===== config.mk =====
export PLATFORM = sky130hd
export DESIGN_NAME = pwm_sync_control
export DESIGN_NICKNAME = d
export VERILOG_FILES = /design/src/logic/sync_ctl_pkg.sv /design/src/logic/pwm_sync_control.sv
export SDC_FILE = /design/constraint.sdc
export NUM_CORES = 1
export LEC_CHECK = 0
export BUFFER_PORTS_ARGS = -buffer_cell sky130_fd_sc_hd__buf_2
export CAP_MARGIN = 0
export CORE_MARGIN = 2
export CORE_UTILIZATION = 48
export CTS_BUF_LIST = sky130_fd_sc_hd__clkbuf_16
export CTS_CLUSTER_SIZE = 28
export DETAILED_ROUTE_END_ITERATION = 12
export MAX_ROUTING_LAYER = met4
export PLACE_DENSITY = 0.81
export SLEW_MARGIN = 20
export SYNTH_ARGS = -nofsm -noshare
export SYNTH_HDL_FRONTEND = slang
export SYNTH_SLANG_ARGS = --single-unit
export TNS_END_PERCENT = 100

===== constraint.sdc =====
create_clock -name refClk -period 2.07 [get_ports refClk]
set_clock_uncertainty 0.15 [all_clocks]
set_input_delay 0.1035 -clock refClk [delete_from_list [all_inputs] [get_ports refClk]]
set_output_delay 0.1035 -clock refClk [all_outputs]
set_load 0.03 [all_outputs]

===== src/logic/sync_ctl_pkg.sv =====
/*
 * Shared constants for the PWM synchronization control block: register
 * offsets, field positions, reset values and sync source codes.
 * Assumes a 32-bit AXI4-Lite register bus with word-aligned registers.
 */
`default_nettype none
package sync_ctl_pkg;
	localparam int NUM_INST = 4;
	// register byte offsets, one control register per instance
	localparam logic [3:0] INST1_SYNC_OFS = 4'h0;
	localparam logic [3:0] INST2_SYNC_OFS = 4'h4;
	localparam logic [3:0] INST3_SYNC_OFS = 4'h8;
	localparam logic [3:0] INST4_SYNC_OFS = 4'hC;
	// field positions
	localparam int PHASE_OFS_BIT = 7;
	localparam int PERIOD_INV_BIT = 6;
	localparam int DUTY_INV_BIT = 5;
	localparam int SRC_SEL_MSB = 2;
	// writable bits and reset value
	localparam logic [7:0] SYNC_CTL_MASK = 8'hE7;
	localparam logic [7:0] SYNC_CTL_RESET = 8'h00;
	// sync source codes
	typedef enum logic [2:0] {
		SRC_OWN = 3'b000,
		SRC_INST1 = 3'b001,
		SRC_INST2 = 3'b010,
		SRC_INST3 = 3'b011,
		SRC_INST4 = 3'b100
	} sync_src_t;
	localparam logic [1:0] RESP_OKAY = 2'h0;
	localparam logic [1:0] RESP_SLVERR = 2'h2;
endpackage : sync_ctl_pkg
`default_nettype wire


===== src/logic/pwm_sync_control.sv =====
/*
 * Synchronization and event-polarity control for four PWM controller
 * instances, with the control registers behind an AXI4-Lite slave.
 * Assumes the period and phase events come from the instance
 * counters on ref_clk, and that the asynchronous event inputs are pins.
 */
// The AXI4-Lite register port and the register offsets were decided locally.
// Summary of operation
// - phase-offset bit set: sync out from phase event, latch set on period event
// - phase-offset bit clear: sync out from period event, latch set on phase
// - period polarity bit inverts selected asynchronous period event inputs
// - duty polarity bit inverts selected asynchronous duty-cycle event inputs
// - bits 4 and 3 ignore writes and read as zero
// - source code 000 restarts period on own period event
// - codes 001 to 100 take sync in from instance one to four
// - every reset clears all implemented control bits to zero
`timescale 1ns/1ps
`default_nettype none
module pwm_sync_control
	import sync_ctl_pkg::*;
(
	input wire logic refClk,
	input wire logic rstn,
	// AXI4-Lite slave
	input wire logic [3:0] s_axi_awaddr,
	input wire logic s_axi_awvalid,
	output logic s_axi_awready,
	input wire logic [31:0] s_axi_wdata,
	input wire logic [3:0] s_axi_wstrb,
	input wire logic s_axi_wvalid,
	output logic s_axi_wready,
	output logic [1:0] s_axi_bresp,
	output logic s_axi_bvalid,
	input wire logic s_axi_bready,
	input wire logic [3:0] s_axi_araddr,
	input wire logic s_axi_arvalid,
	output logic s_axi_arready,
	output logic [31:0] s_axi_rdata,
	output logic [1:0] s_axi_rresp,
	output logic s_axi_rvalid,
	input wire logic s_axi_rready,
	// per-instance timing events from the counters, one bit per instance
	input wire logic [3:0] periodEvt,
	input wire logic [3:0] phaseEvt,
	// asynchronous event pins
	input wire logic [3:0] asyncPeriodIn,
	input wire logic [3:0] asyncDutyIn,
	// outputs per instance
	output logic [3:0] syncOut,
	output logic [3:0] latchSet,
	output logic [3:0] periodRestart,
	output logic [3:0] asyncPeriodEvt,
	output logic [3:0] asyncDutyEvt
);
	logic [7:0] ctl_reg [NUM_INST];
	logic [3:0] perSync1_reg, perSync2_reg, dutySync1_reg, dutySync2_reg;
	logic awDone_reg, wDone_reg, bValid_reg, rValid_reg;
	logic [3:0] awAddr_reg;
	logic [7:0] wData_reg;
	logic wLane_reg;
	logic [31:0] rData_reg;
	logic [1:0] bResp_reg, rResp_reg;

	// write channel capture; address and data are taken in either order
	wire awTake = s_axi_awvalid && !awDone_reg && !bValid_reg;
	wire wTake = s_axi_wvalid && !wDone_reg && !bValid_reg;
	wire doWrite = awDone_reg && wDone_reg;
	wire [1:0] wIdx = awAddr_reg[3:2];
	wire wAligned = (awAddr_reg[1:0] == 2'h0);
	wire [1:0] rIdx = s_axi_araddr[3:2];
	wire rAligned = (s_axi_araddr[1:0] == 2'h0);
	wire arTake = s_axi_arvalid && !rValid_reg;
	// a register changes only on an aligned write whose low byte lane is strobed
	wire ctlWrite = doWrite && wAligned && wLane_reg;
	assign s_axi_awready = !awDone_reg && !bValid_reg;
	assign s_axi_wready = !wDone_reg && !bValid_reg;
	assign s_axi_arready = !rValid_reg;
	assign s_axi_bvalid = bValid_reg;
	assign s_axi_bresp = bResp_reg;
	assign s_axi_rvalid = rValid_reg;
	assign s_axi_rdata = rData_reg;
	assign s_axi_rresp = rResp_reg;

	// write address/data holding and response
	always_ff @(posedge refClk)
	begin
		if (!rstn)
		begin
			awDone_reg <= 1'b0;
			wDone_reg <= 1'b0;
			bValid_reg <= 1'b0;
			awAddr_reg <= 4'h0;
			wData_reg <= 8'h00;
			wLane_reg <= 1'b0;
			bResp_reg <= RESP_OKAY;
		end
		else
		begin
			if (awTake)
			begin
				awDone_reg <= 1'b1;
				awAddr_reg <= s_axi_awaddr;
			end
			if (wTake)
			begin
				wDone_reg <= 1'b1;
				wData_reg <= s_axi_wdata[7:0];
				wLane_reg <= s_axi_wstrb[0];
			end
			if (doWrite)
			begin
				awDone_reg <= 1'b0;
				wDone_reg <= 1'b0;
				bValid_reg <= 1'b1;
				bResp_reg <= wAligned ? RESP_OKAY : RESP_SLVERR;
			end
			else if (bValid_reg && s_axi_bready)
				bValid_reg <= 1'b0;
		end
	end

	// control registers; only bits 7..5 and 2..0 are stored
	always_ff @(posedge refClk)
	begin
		if (!rstn)
		begin
			for (int k = 0; k < NUM_INST; k++)
				ctl_reg[k] <= SYNC_CTL_RESET;
		end
		else if (ctlWrite)
			ctl_reg[wIdx] <= wData_reg & SYNC_CTL_MASK;
	end

	// the two-bit register index serves exactly four instances
	if (NUM_INST != 4)
	begin : g_inst_check
		$error("instance count must be four");
	end

	// read channel; unimplemented bits come back zero
	// a misaligned read answers with an error and zero data
	always_ff @(posedge refClk)
	begin
		if (!rstn)
		begin
			rValid_reg <= 1'b0;
			rData_reg <= 32'h0000_0000;
			rResp_reg <= RESP_OKAY;
		end
		else if (arTake)
		begin
			rValid_reg <= 1'b1;
			rData_reg <= rAligned ? {24'h00_0000, ctl_reg[rIdx] & SYNC_CTL_MASK} : 32'h0;
			rResp_reg <= rAligned ? RESP_OKAY : RESP_SLVERR;
		end
		else if (rValid_reg && s_axi_rready)
			rValid_reg <= 1'b0;
	end

	// two-stage synchronisers for the asynchronous event pins
	// polarity is applied behind the second stage, so only settled values are inverted
	always_ff @(posedge refClk)
	begin
		if (!rstn)
		begin
			perSync1_reg <= 4'h0;
			perSync2_reg <= 4'h0;
			dutySync1_reg <= 4'h0;
			dutySync2_reg <= 4'h0;
		end
		else
		begin
			perSync1_reg <= asyncPeriodIn;
			perSync2_reg <= perSync1_reg;
			dutySync1_reg <= asyncDutyIn;
			dutySync2_reg <= dutySync1_reg;
		end
	end

	// per-instance event routing, all combinational; pin events come from the second synchroniser stage
	genvar gi;
	generate
		for (gi = 0; gi < NUM_INST; gi++)
		begin : g_route
			wire phaseOfs = ctl_reg[gi][PHASE_OFS_BIT];
			wire [2:0] srcSel = ctl_reg[gi][SRC_SEL_MSB:0];
			// the two events swap roles between sync out and latch set
			assign syncOut[gi] = phaseOfs ? phaseEvt[gi] : periodEvt[gi];
			assign latchSet[gi] = phaseOfs ? periodEvt[gi] : phaseEvt[gi];
			assign asyncPeriodEvt[gi] = perSync2_reg[gi] ^ ctl_reg[gi][PERIOD_INV_BIT];
			assign asyncDutyEvt[gi] = dutySync2_reg[gi] ^ ctl_reg[gi][DUTY_INV_BIT];
			// reserved codes 101 to 111 fall back to own period event
			assign periodRestart[gi] =
				(srcSel == SRC_INST1) ? syncOut[0] :
				(srcSel == SRC_INST2) ? syncOut[1] :
				(srcSel == SRC_INST3) ? syncOut[2] :
				(srcSel == SRC_INST4) ? syncOut[3] :
				periodEvt[gi];
		end
	endgenerate

	// checks kept beside the logic; instances two and three are watched, instance one also for the unstrobed write, all four for the pin reset; the
	// other two come out of the same generate loop
	// phase-offset bit: sync out and latch set trade their events
	sync_out_sel_a: assert property (@(posedge refClk) disable iff (!rstn)
		ctl_reg[1][7] |-> (syncOut[1] == phaseEvt[1] && latchSet[1] == periodEvt[1]))
		else $error("sync out not from phase event");
	phase_route_a: assert property (@(posedge refClk) disable iff (!rstn)
		ctl_reg[2][7] |-> (syncOut[2] == phaseEvt[2] && latchSet[2] == periodEvt[2]))
		else $error("third instance phase routing wrong");
	sync_out_per_a: assert property (@(posedge refClk) disable iff (!rstn)
		!ctl_reg[2][7] |-> (syncOut[2] == periodEvt[2] && latchSet[2] == phaseEvt[2]))
		else $error("sync out not from period event");
	period_route_a: assert property (@(posedge refClk) disable iff (!rstn)
		!ctl_reg[1][7] |-> (syncOut[1] == periodEvt[1] && latchSet[1] == phaseEvt[1]))
		else $error("second instance period routing wrong");

	// polarity: second stage equals the first stage one edge back, flipped by the bit;
	// the edge right after reset is skipped, as a one-edge reset may leave them apart
	period_pol_a: assert property (@(posedge refClk) disable iff (!rstn)
		$past(rstn) |-> asyncPeriodEvt[1] == ($past(perSync1_reg[1]) ^ ctl_reg[1][6]))
		else $error("period polarity wrong");
	period_flip_a: assert property (@(posedge refClk) disable iff (!rstn)
		$past(rstn) |-> asyncPeriodEvt[2] == ($past(perSync1_reg[2]) ^ ctl_reg[2][6]))
		else $error("third instance period polarity wrong");
	duty_pol_a: assert property (@(posedge refClk) disable iff (!rstn)
		$past(rstn) |-> asyncDutyEvt[2] == ($past(dutySync1_reg[2]) ^ ctl_reg[2][5]))
		else $error("duty polarity wrong");
	duty_flip_a: assert property (@(posedge refClk) disable iff (!rstn)
		$past(rstn) |-> asyncDutyEvt[1] == ($past(dutySync1_reg[1]) ^ ctl_reg[1][5]))
		else $error("second instance duty polarity wrong");

	// unimplemented bits stay zero in the store and on the read data
	unused_zero_a: assert property (@(posedge refClk) disable iff (!rstn)
		(s_axi_rvalid && s_axi_rresp == RESP_OKAY) |-> s_axi_rdata[4:3] == 2'h0)
		else $error("unimplemented bits read nonzero");
	unused_bits_a: assert property (@(posedge refClk) disable iff (!rstn)
		ctl_reg[1][4:3] == 2'h0 && ctl_reg[2][4:3] == 2'h0)
		else $error("unimplemented bits stored");

	// restart source: own period event, a peer's sync out, or its own sync out
	own_restart_a: assert property (@(posedge refClk) disable iff (!rstn)
		ctl_reg[1][2:0] == 3'h0 |-> periodRestart[1] == periodEvt[1])
		else $error("own period restart wrong");
	home_restart_a: assert property (@(posedge refClk) disable iff (!rstn)
		ctl_reg[2][2:0] == 3'h0 |-> periodRestart[2] == periodEvt[2])
		else $error("third instance own restart wrong");
	peer_restart_a: assert property (@(posedge refClk) disable iff (!rstn)
		ctl_reg[2][2:0] == 3'h4 |-> periodRestart[2] == syncOut[3])
		else $error("peer sync source wrong");
	peer_first_a: assert property (@(posedge refClk) disable iff (!rstn)
		ctl_reg[1][2:0] == 3'h1 |-> periodRestart[1] == syncOut[0])
		else $error("first peer sync source wrong");
	self_loop_a: assert property (@(posedge refClk) disable iff (!rstn)
		ctl_reg[1][2:0] == 3'h2 |-> periodRestart[1] == syncOut[1])
		else $error("self loop wrong");
	loop_back_a: assert property (@(posedge refClk) disable iff (!rstn)
		ctl_reg[2][2:0] == 3'h3 |-> periodRestart[2] == syncOut[2])
		else $error("third instance self loop wrong");

	// reset clears the store, the bus answers and the synchronised pins
	reset_clear_a: assert property (@(posedge refClk)
		!rstn |=> (ctl_reg[1] == 8'h00 && ctl_reg[2] == 8'h00))
		else $error("control not cleared by reset");
	reset_idle_a: assert property (@(posedge refClk)
		!rstn |=> (!s_axi_bvalid && !s_axi_rvalid))
		else $error("bus answer left over after reset");
	pin_reset_a: assert property (@(posedge refClk)
		!rstn |=> (asyncPeriodEvt == 4'h0 && asyncDutyEvt == 4'h0))
		else $error("pin events not cleared by reset");

	// register bus: writes land only when aligned and strobed, answers follow
	write_land_a: assert property (@(posedge refClk) disable iff (!rstn)
		(ctlWrite && wIdx == 2'h2) |=> ctl_reg[2] == ($past(wData_reg) & SYNC_CTL_MASK))
		else $error("write did not land");
	bad_addr_a: assert property (@(posedge refClk) disable iff (!rstn)
		(doWrite && !wAligned) |=> $stable(ctl_reg[1]))
		else $error("misaligned write changed a register");
	strobe_skip_a: assert property (@(posedge refClk) disable iff (!rstn)
		(doWrite && !wLane_reg && wIdx == 2'h0) |=> $stable(ctl_reg[0]))
		else $error("unstrobed write changed a register");
	write_resp_a: assert property (@(posedge refClk) disable iff (!rstn)
		(awDone_reg && wDone_reg) |=> s_axi_bvalid)
		else $error("write response missing");
	bresp_ok_a: assert property (@(posedge refClk) disable iff (!rstn)
		(doWrite && wAligned) |=> s_axi_bresp == RESP_OKAY)
		else $error("aligned write not answered okay");
	bresp_err_a: assert property (@(posedge refClk) disable iff (!rstn)
		(doWrite && !wAligned) |=> s_axi_bresp == RESP_SLVERR)
		else $error("misaligned write not refused");
	read_resp_a: assert property (@(posedge refClk) disable iff (!rstn)
		(s_axi_arvalid && s_axi_arready) |=> s_axi_rvalid)
		else $error("read response missing");
	rresp_err_a: assert property (@(posedge refClk) disable iff (!rstn)
		(arTake && !rAligned) |=> (s_axi_rresp == RESP_SLVERR && s_axi_rdata == 32'h0))
		else $error("misaligned read not refused");
	bvalid_block_a: assert property (@(posedge refClk) disable iff (!rstn)
		s_axi_bvalid |-> (!s_axi_awready && !s_axi_wready))
		else $error("write taken while response pending");
	ar_block_a: assert property (@(posedge refClk) disable iff (!rstn)
		s_axi_rvalid |-> !s_axi_arready)
		else $error("read taken while data pending");
endmodule : pwm_sync_control
`default_nettype wire


# Yosys cells after proc, flatten, opt, wreduce, memory -nomap -nowiden

Memory sizes are Yosys's and may differ from the RTL's.
Cells that the tools add are included.

Register bits after elaboration: 69
Bits in latches: 0
RAM bits: 24
ROM bits: 0
Input bits: 67
Output and inout bits: 61
Logic and storage cells: 100
Memories: 1

Memory list:

| name    | words | width | rd ports | clocked after memory_dff | wr ports | line                   | source |
|---|---|---|---|---|---|---|---|
| ctl_reg | 4     | 6     | 5        | 0                        | 4        | pwm_sync_control.sv:55 | `logic [7:0] ctl_reg [NUM_INST];` |

$add $sub $neg: 0
Multipliers: 0
Div/mod/pow operators: 0
$lt $le $gt $ge: 0
Equal/unequal tests: 16
Shifts and indexed selects: 0
Muxes and demuxes: 38
Bitwise logic cells: 9
Reduce and logical (&&, ||, !) cells: 22

Operators by type and width:

| cell                 | count |
|---|---|
| $mux W1              | 33 |
| $eq A3 B2 Y1 const B | 8 |
| $eq A3 B1 Y1 const B | 4 |
| $eq A3 B3 Y1 const B | 4 |
| $logic_and A1 B1 Y1  | 12 |
| $mux W8              | 1 |
| $xor A1 B1 Y1        | 8 |
| $mux W2              | 3 |
| $mux W6              | 1 |
| $reduce_or A6 Y1     | 1 |
| $logic_not A1 Y1     | 4 |
| $logic_not A2 Y1     | 2 |
| $reduce_bool A2 Y1   | 2 |
| $reduce_or A2 Y1     | 1 |
| $not A1 Y1           | 1 |

# Logic depth before layout (Yosys ltp)

Depth after elaboration: 8
Gate-level depth with buffers: 5
Mapped depth without buffers: 4

# Worst setup path before layout

Ideal clock, no wire load.

Path kind: register to register
Start: register bValid_reg (netlist: s_axi_bvalid)
End: register wData_reg[0]
Setup time: 0.116 ns
Data arrival time: 1.536 ns
Data required time: 1.804 ns
Path slack: 0.268 ns
Stages on the path, launching flop included: 6
Path buffers: 1
Clock period less this slack: 1.802 ns
Cells stage by stage: dfxtp_1 > nor2_1 > and2_1 > buf_2 > mux2i_1 > nor2b_1

Longest elaborated chain between the ends: 2

RTL lines:

| element                | line                    | source |
|---|---|---|
| start, declared        | pwm_sync_control.sv:57  | `logic awDone_reg, wDone_reg, bValid_reg, rValid_reg;` |
| start signal, assigned | pwm_sync_control.sv:91  | `bValid_reg <= 1'b0;` |
| start signal, assigned | pwm_sync_control.sv:114 | `bValid_reg <= 1'b1;` |
| start signal, assigned | pwm_sync_control.sv:118 | `bValid_reg <= 1'b0;` |
| $logic_not A1 Y1       | pwm_sync_control.sv:66  | `wire wTake = s_axi_wvalid && !wDone_reg && !bValid_reg;` |
| $logic_and A1 B1 Y1    | pwm_sync_control.sv:66  |  |
| end signal, assigned   | pwm_sync_control.sv:107 | `wData_reg <= s_axi_wdata[7:0];` |
| end, declared          | pwm_sync_control.sv:59  | `logic [7:0] wData_reg;` |

No other way between the ends.
A chain may end at the register's enable or synchronous reset.

==> run_results.csv <==
group,metric,value,unit
timing,maxSlewViolCount,0,
synthesis,yosys_warnings,0,
setup_path,cp-end-kind,"output port",
setup_path,cp_max_fo,4,
global_routing,grt_use_total,18.76,%
synthesis,ys_top_cells_by_area,"dfxtp_1, edfxtp_1, buf_4",
floorplan,die-area,0.006836,mm^2
global_routing,grt_pass1_wl,8.997,mm
routing,drtIter0Drc,67,
placed_design,gp_congestion,0.7593,
clock_network,clk_latency,0.32,ns
global_routing,grt_pass1_vias,1994,
routing,viasPerCell,4.920,
cells_and_area,nFillCells,461,
floorplan,die_y,82.68,um
timing,hold_viol,0,
placed_design,port_buffers,70,
synthesis,synth_seq_cells,63,
timing,holdWs,0.03888,ns
synthesis,yosysTopAreaCell,"dfxtp_1",
routing,vias,2145,
placed_design,pre_cts_slack,0.1862,ns
pwr,power,0.003124,W
floorplan,num_rows,28,
synthesis,netlist_top_cells_count,"dfxtp_1, buf_4, edfxtp_1",
timing,fin_ws,-0.1020,ns
routing,drcViolationCount,0,
setup_path,cp_data_arrival_time,1.92,ns
timing,rsz0062_at_grt,"true",
run_status,outcome,"finished, violations left",
synthesis,synth_edf_count,24,
cells_and_area,multi_input_area,0.001295,mm^2
clock_network,cts_buffers,9,
global_routing,antenna_found_initial,0,
global_routing,grt_max_degree,44,
routing,antenna_left,0,
clock_network,path_clk_slew,0.05,ns
floorplan,pin_count,128,
synthesis,synth-async-reset-ratio,0,%
pwr,vdd_drop_max,0.7651,mV
pwr,p_per_area,816.8,mW/mm^2
clock_network,h-tree-depth,3,
cells_and_area,final_core_util,64.22,%
clock_network,cts_tree,"yes",
run_status,violations,"setup timing",
synthesis,synth_top_area_share,26.27,%
routing,drt_pass1_iterations,4,
pwr,p_leak,1.726,nW
cells_and_area,regArea,0.001501,mm^2
cells_and_area,synthToLayoutAreaGrowth,28.72,%
timing,setup_viol,3,
synthesis,synthDistinctLibCells,33,
setup_path,required,1.82,ns
routing,wl_per_cell,13.67,um
cells_and_area,nNetsFinal,423,
cells_and_area,stdcell_count,436,
setup_path,worstSetupPathType,"flip-flop to output port",
synthesis,dominantRegCellSynth,"dfxtp_1",
cells_and_area,antenna_cells,0,
floorplan,core-area,0.005956,mm^2
synthesis,yosysMostFrequentCell,"dfxtp_1",
hold_path,min_path_type,"input port to flip-flop",
timing,fin_crit,2.172,ns
floorplan,die_width,82.68,um
cells_and_area,largest_reg_flops,24,
synthesis,syn_inst,256,
synthesis,synth_area,0.002972,mm^2
cells_and_area,final_layout_size_suffix_gt1_share,29.64,%
setup_path,cp-start-kind,"flip-flop",
placed_design,hpwl,4.254,mm
floorplan,start_util,49.89,%
routing,wl,5.961,mm
synthesis,seq_area_frac_synth,50.53,%
run,drv_cap,0,
clock_network,cts-root-buf,"clkbuf_16",
synthesis,avgSynthCellArea,11.61,um^2
global_routing,grt-ovfl-total,0,
placed_design,dp.cells,396,
clock_network,cts_num_sinks,63,
clock_network,clk_path_buf_depth,2,
timing,max_freq,0.4604,GHz
timing,finalCritPeriodShare,104.9,%
[where the power goes]
part | switching [W] | leakage, nW | internal [W]
combinational | 0.000284 | 1.03 | 0.000196
sequential | 0.0000493 | 0.569 | 0.00135
clock | 0.000468 | 0.127 | 0.000782
[path summary, 6_finish.rpt]
check / start / endpoint / slack (ns) / cells past startpoint
hold reg to reg: dutySync1_reg[0] / dutySync2_reg[0] / 0.28 / 1
setup / recovery: ctl_reg[2][5] / periodRestart[1] / -0.10 / 4
hold / removal: s_axi_araddr[1] / s_axi_rdata[2] / 0.04 / 4
setup reg to reg: wDone_reg / ctl_reg[0][4] / 0.43 / 4
[kinds of logic after synthesis]
logic type	after synthesis	synth area share (%)
AOI/OAI and AO/OA	29	6.737
muxes	30	14.69
xor gates and xnor gates	8	2.358
DFF	63	50.53
buffers and inverters	44	9.305
and+or+nand+nor	81	16.25
other	1	0.1262
[metal layers]
metal,global-route usage [%],share of wire (%),up-vias
met3,7.174,7.1,8
met1,18.66,40,997
met4,8.361,1.0,0
met2,32.58,52,95
li1,-,-,1045
met5,-,0,-
[repair_timing]
action / CTS / global route
hold buffers: 22 / 0
pin swaps: 1 / 1
buffers inserted: 2 / 0
gates cloned: 0 / 0
endpoints found under the setup margin: 3 / 4
resized for setup: 5 / 3
hold endpoints to repair: 22 / 0
[cell usage in the layout, fill, tap and decap left out, types with 2 or more instances in the layout]
cell	synthesis	routed
a21boi_0	2	2
a21oi_1	3	3
a22oi_1	6	6
and2_1	22	22
and3_1	13	13
buf_2	5	66
buf_4	28	10
buf_6	0	3
clkbuf_16	0	9
clkinv_1	0	4
conb_1	1	28
dfxtp_1	39	39
dlygate4sd3_1	0	22
edfxtp_1	24	24
inv_1	5	6
mux2_2	4	4
mux2_4	3	3
mux2i_1	14	14
mux4_2	8	8
nand2_1	7	7
nand2b_1	4	4
nor2_1	7	7
nor2b_1	21	21
nor3_1	2	2
nor3b_1	3	3
o21a_1	5	5
o21ai_0	6	6
o311ai_0	3	3
xor2_1	8	8
[metrics by stage]
stage	setup TNS, ns	area (um^2)
2_1_floorplan	0	3073
3_3_place_gp	0	3312
3_5_place_dp	0	3312
4_1_cts	-0.2778	3819
5_1_grt	-0.4234	3825
6_report	-0.2679	3825
[critical path, cell delays in order, from the launching register on]
cell and delay (ns):
edfxtp_1 0.43, mux2_4 0.36, mux4_2 0.47, o21a_1 0.20
buf_6 0.14
[layout make-up]
cell class	instances	share of cell area, %
Tap cell	75	2.453
Inverter	5	0.4907
Clock buffer	9	5.888
Clock inverter	7	0.8178
Multi-Input combinational cell	176	33.86
Sequential cell	63	39.25
Timing Repair Buffer	101	17.24
No activity file was read; power rests on OpenSTA's default activity.
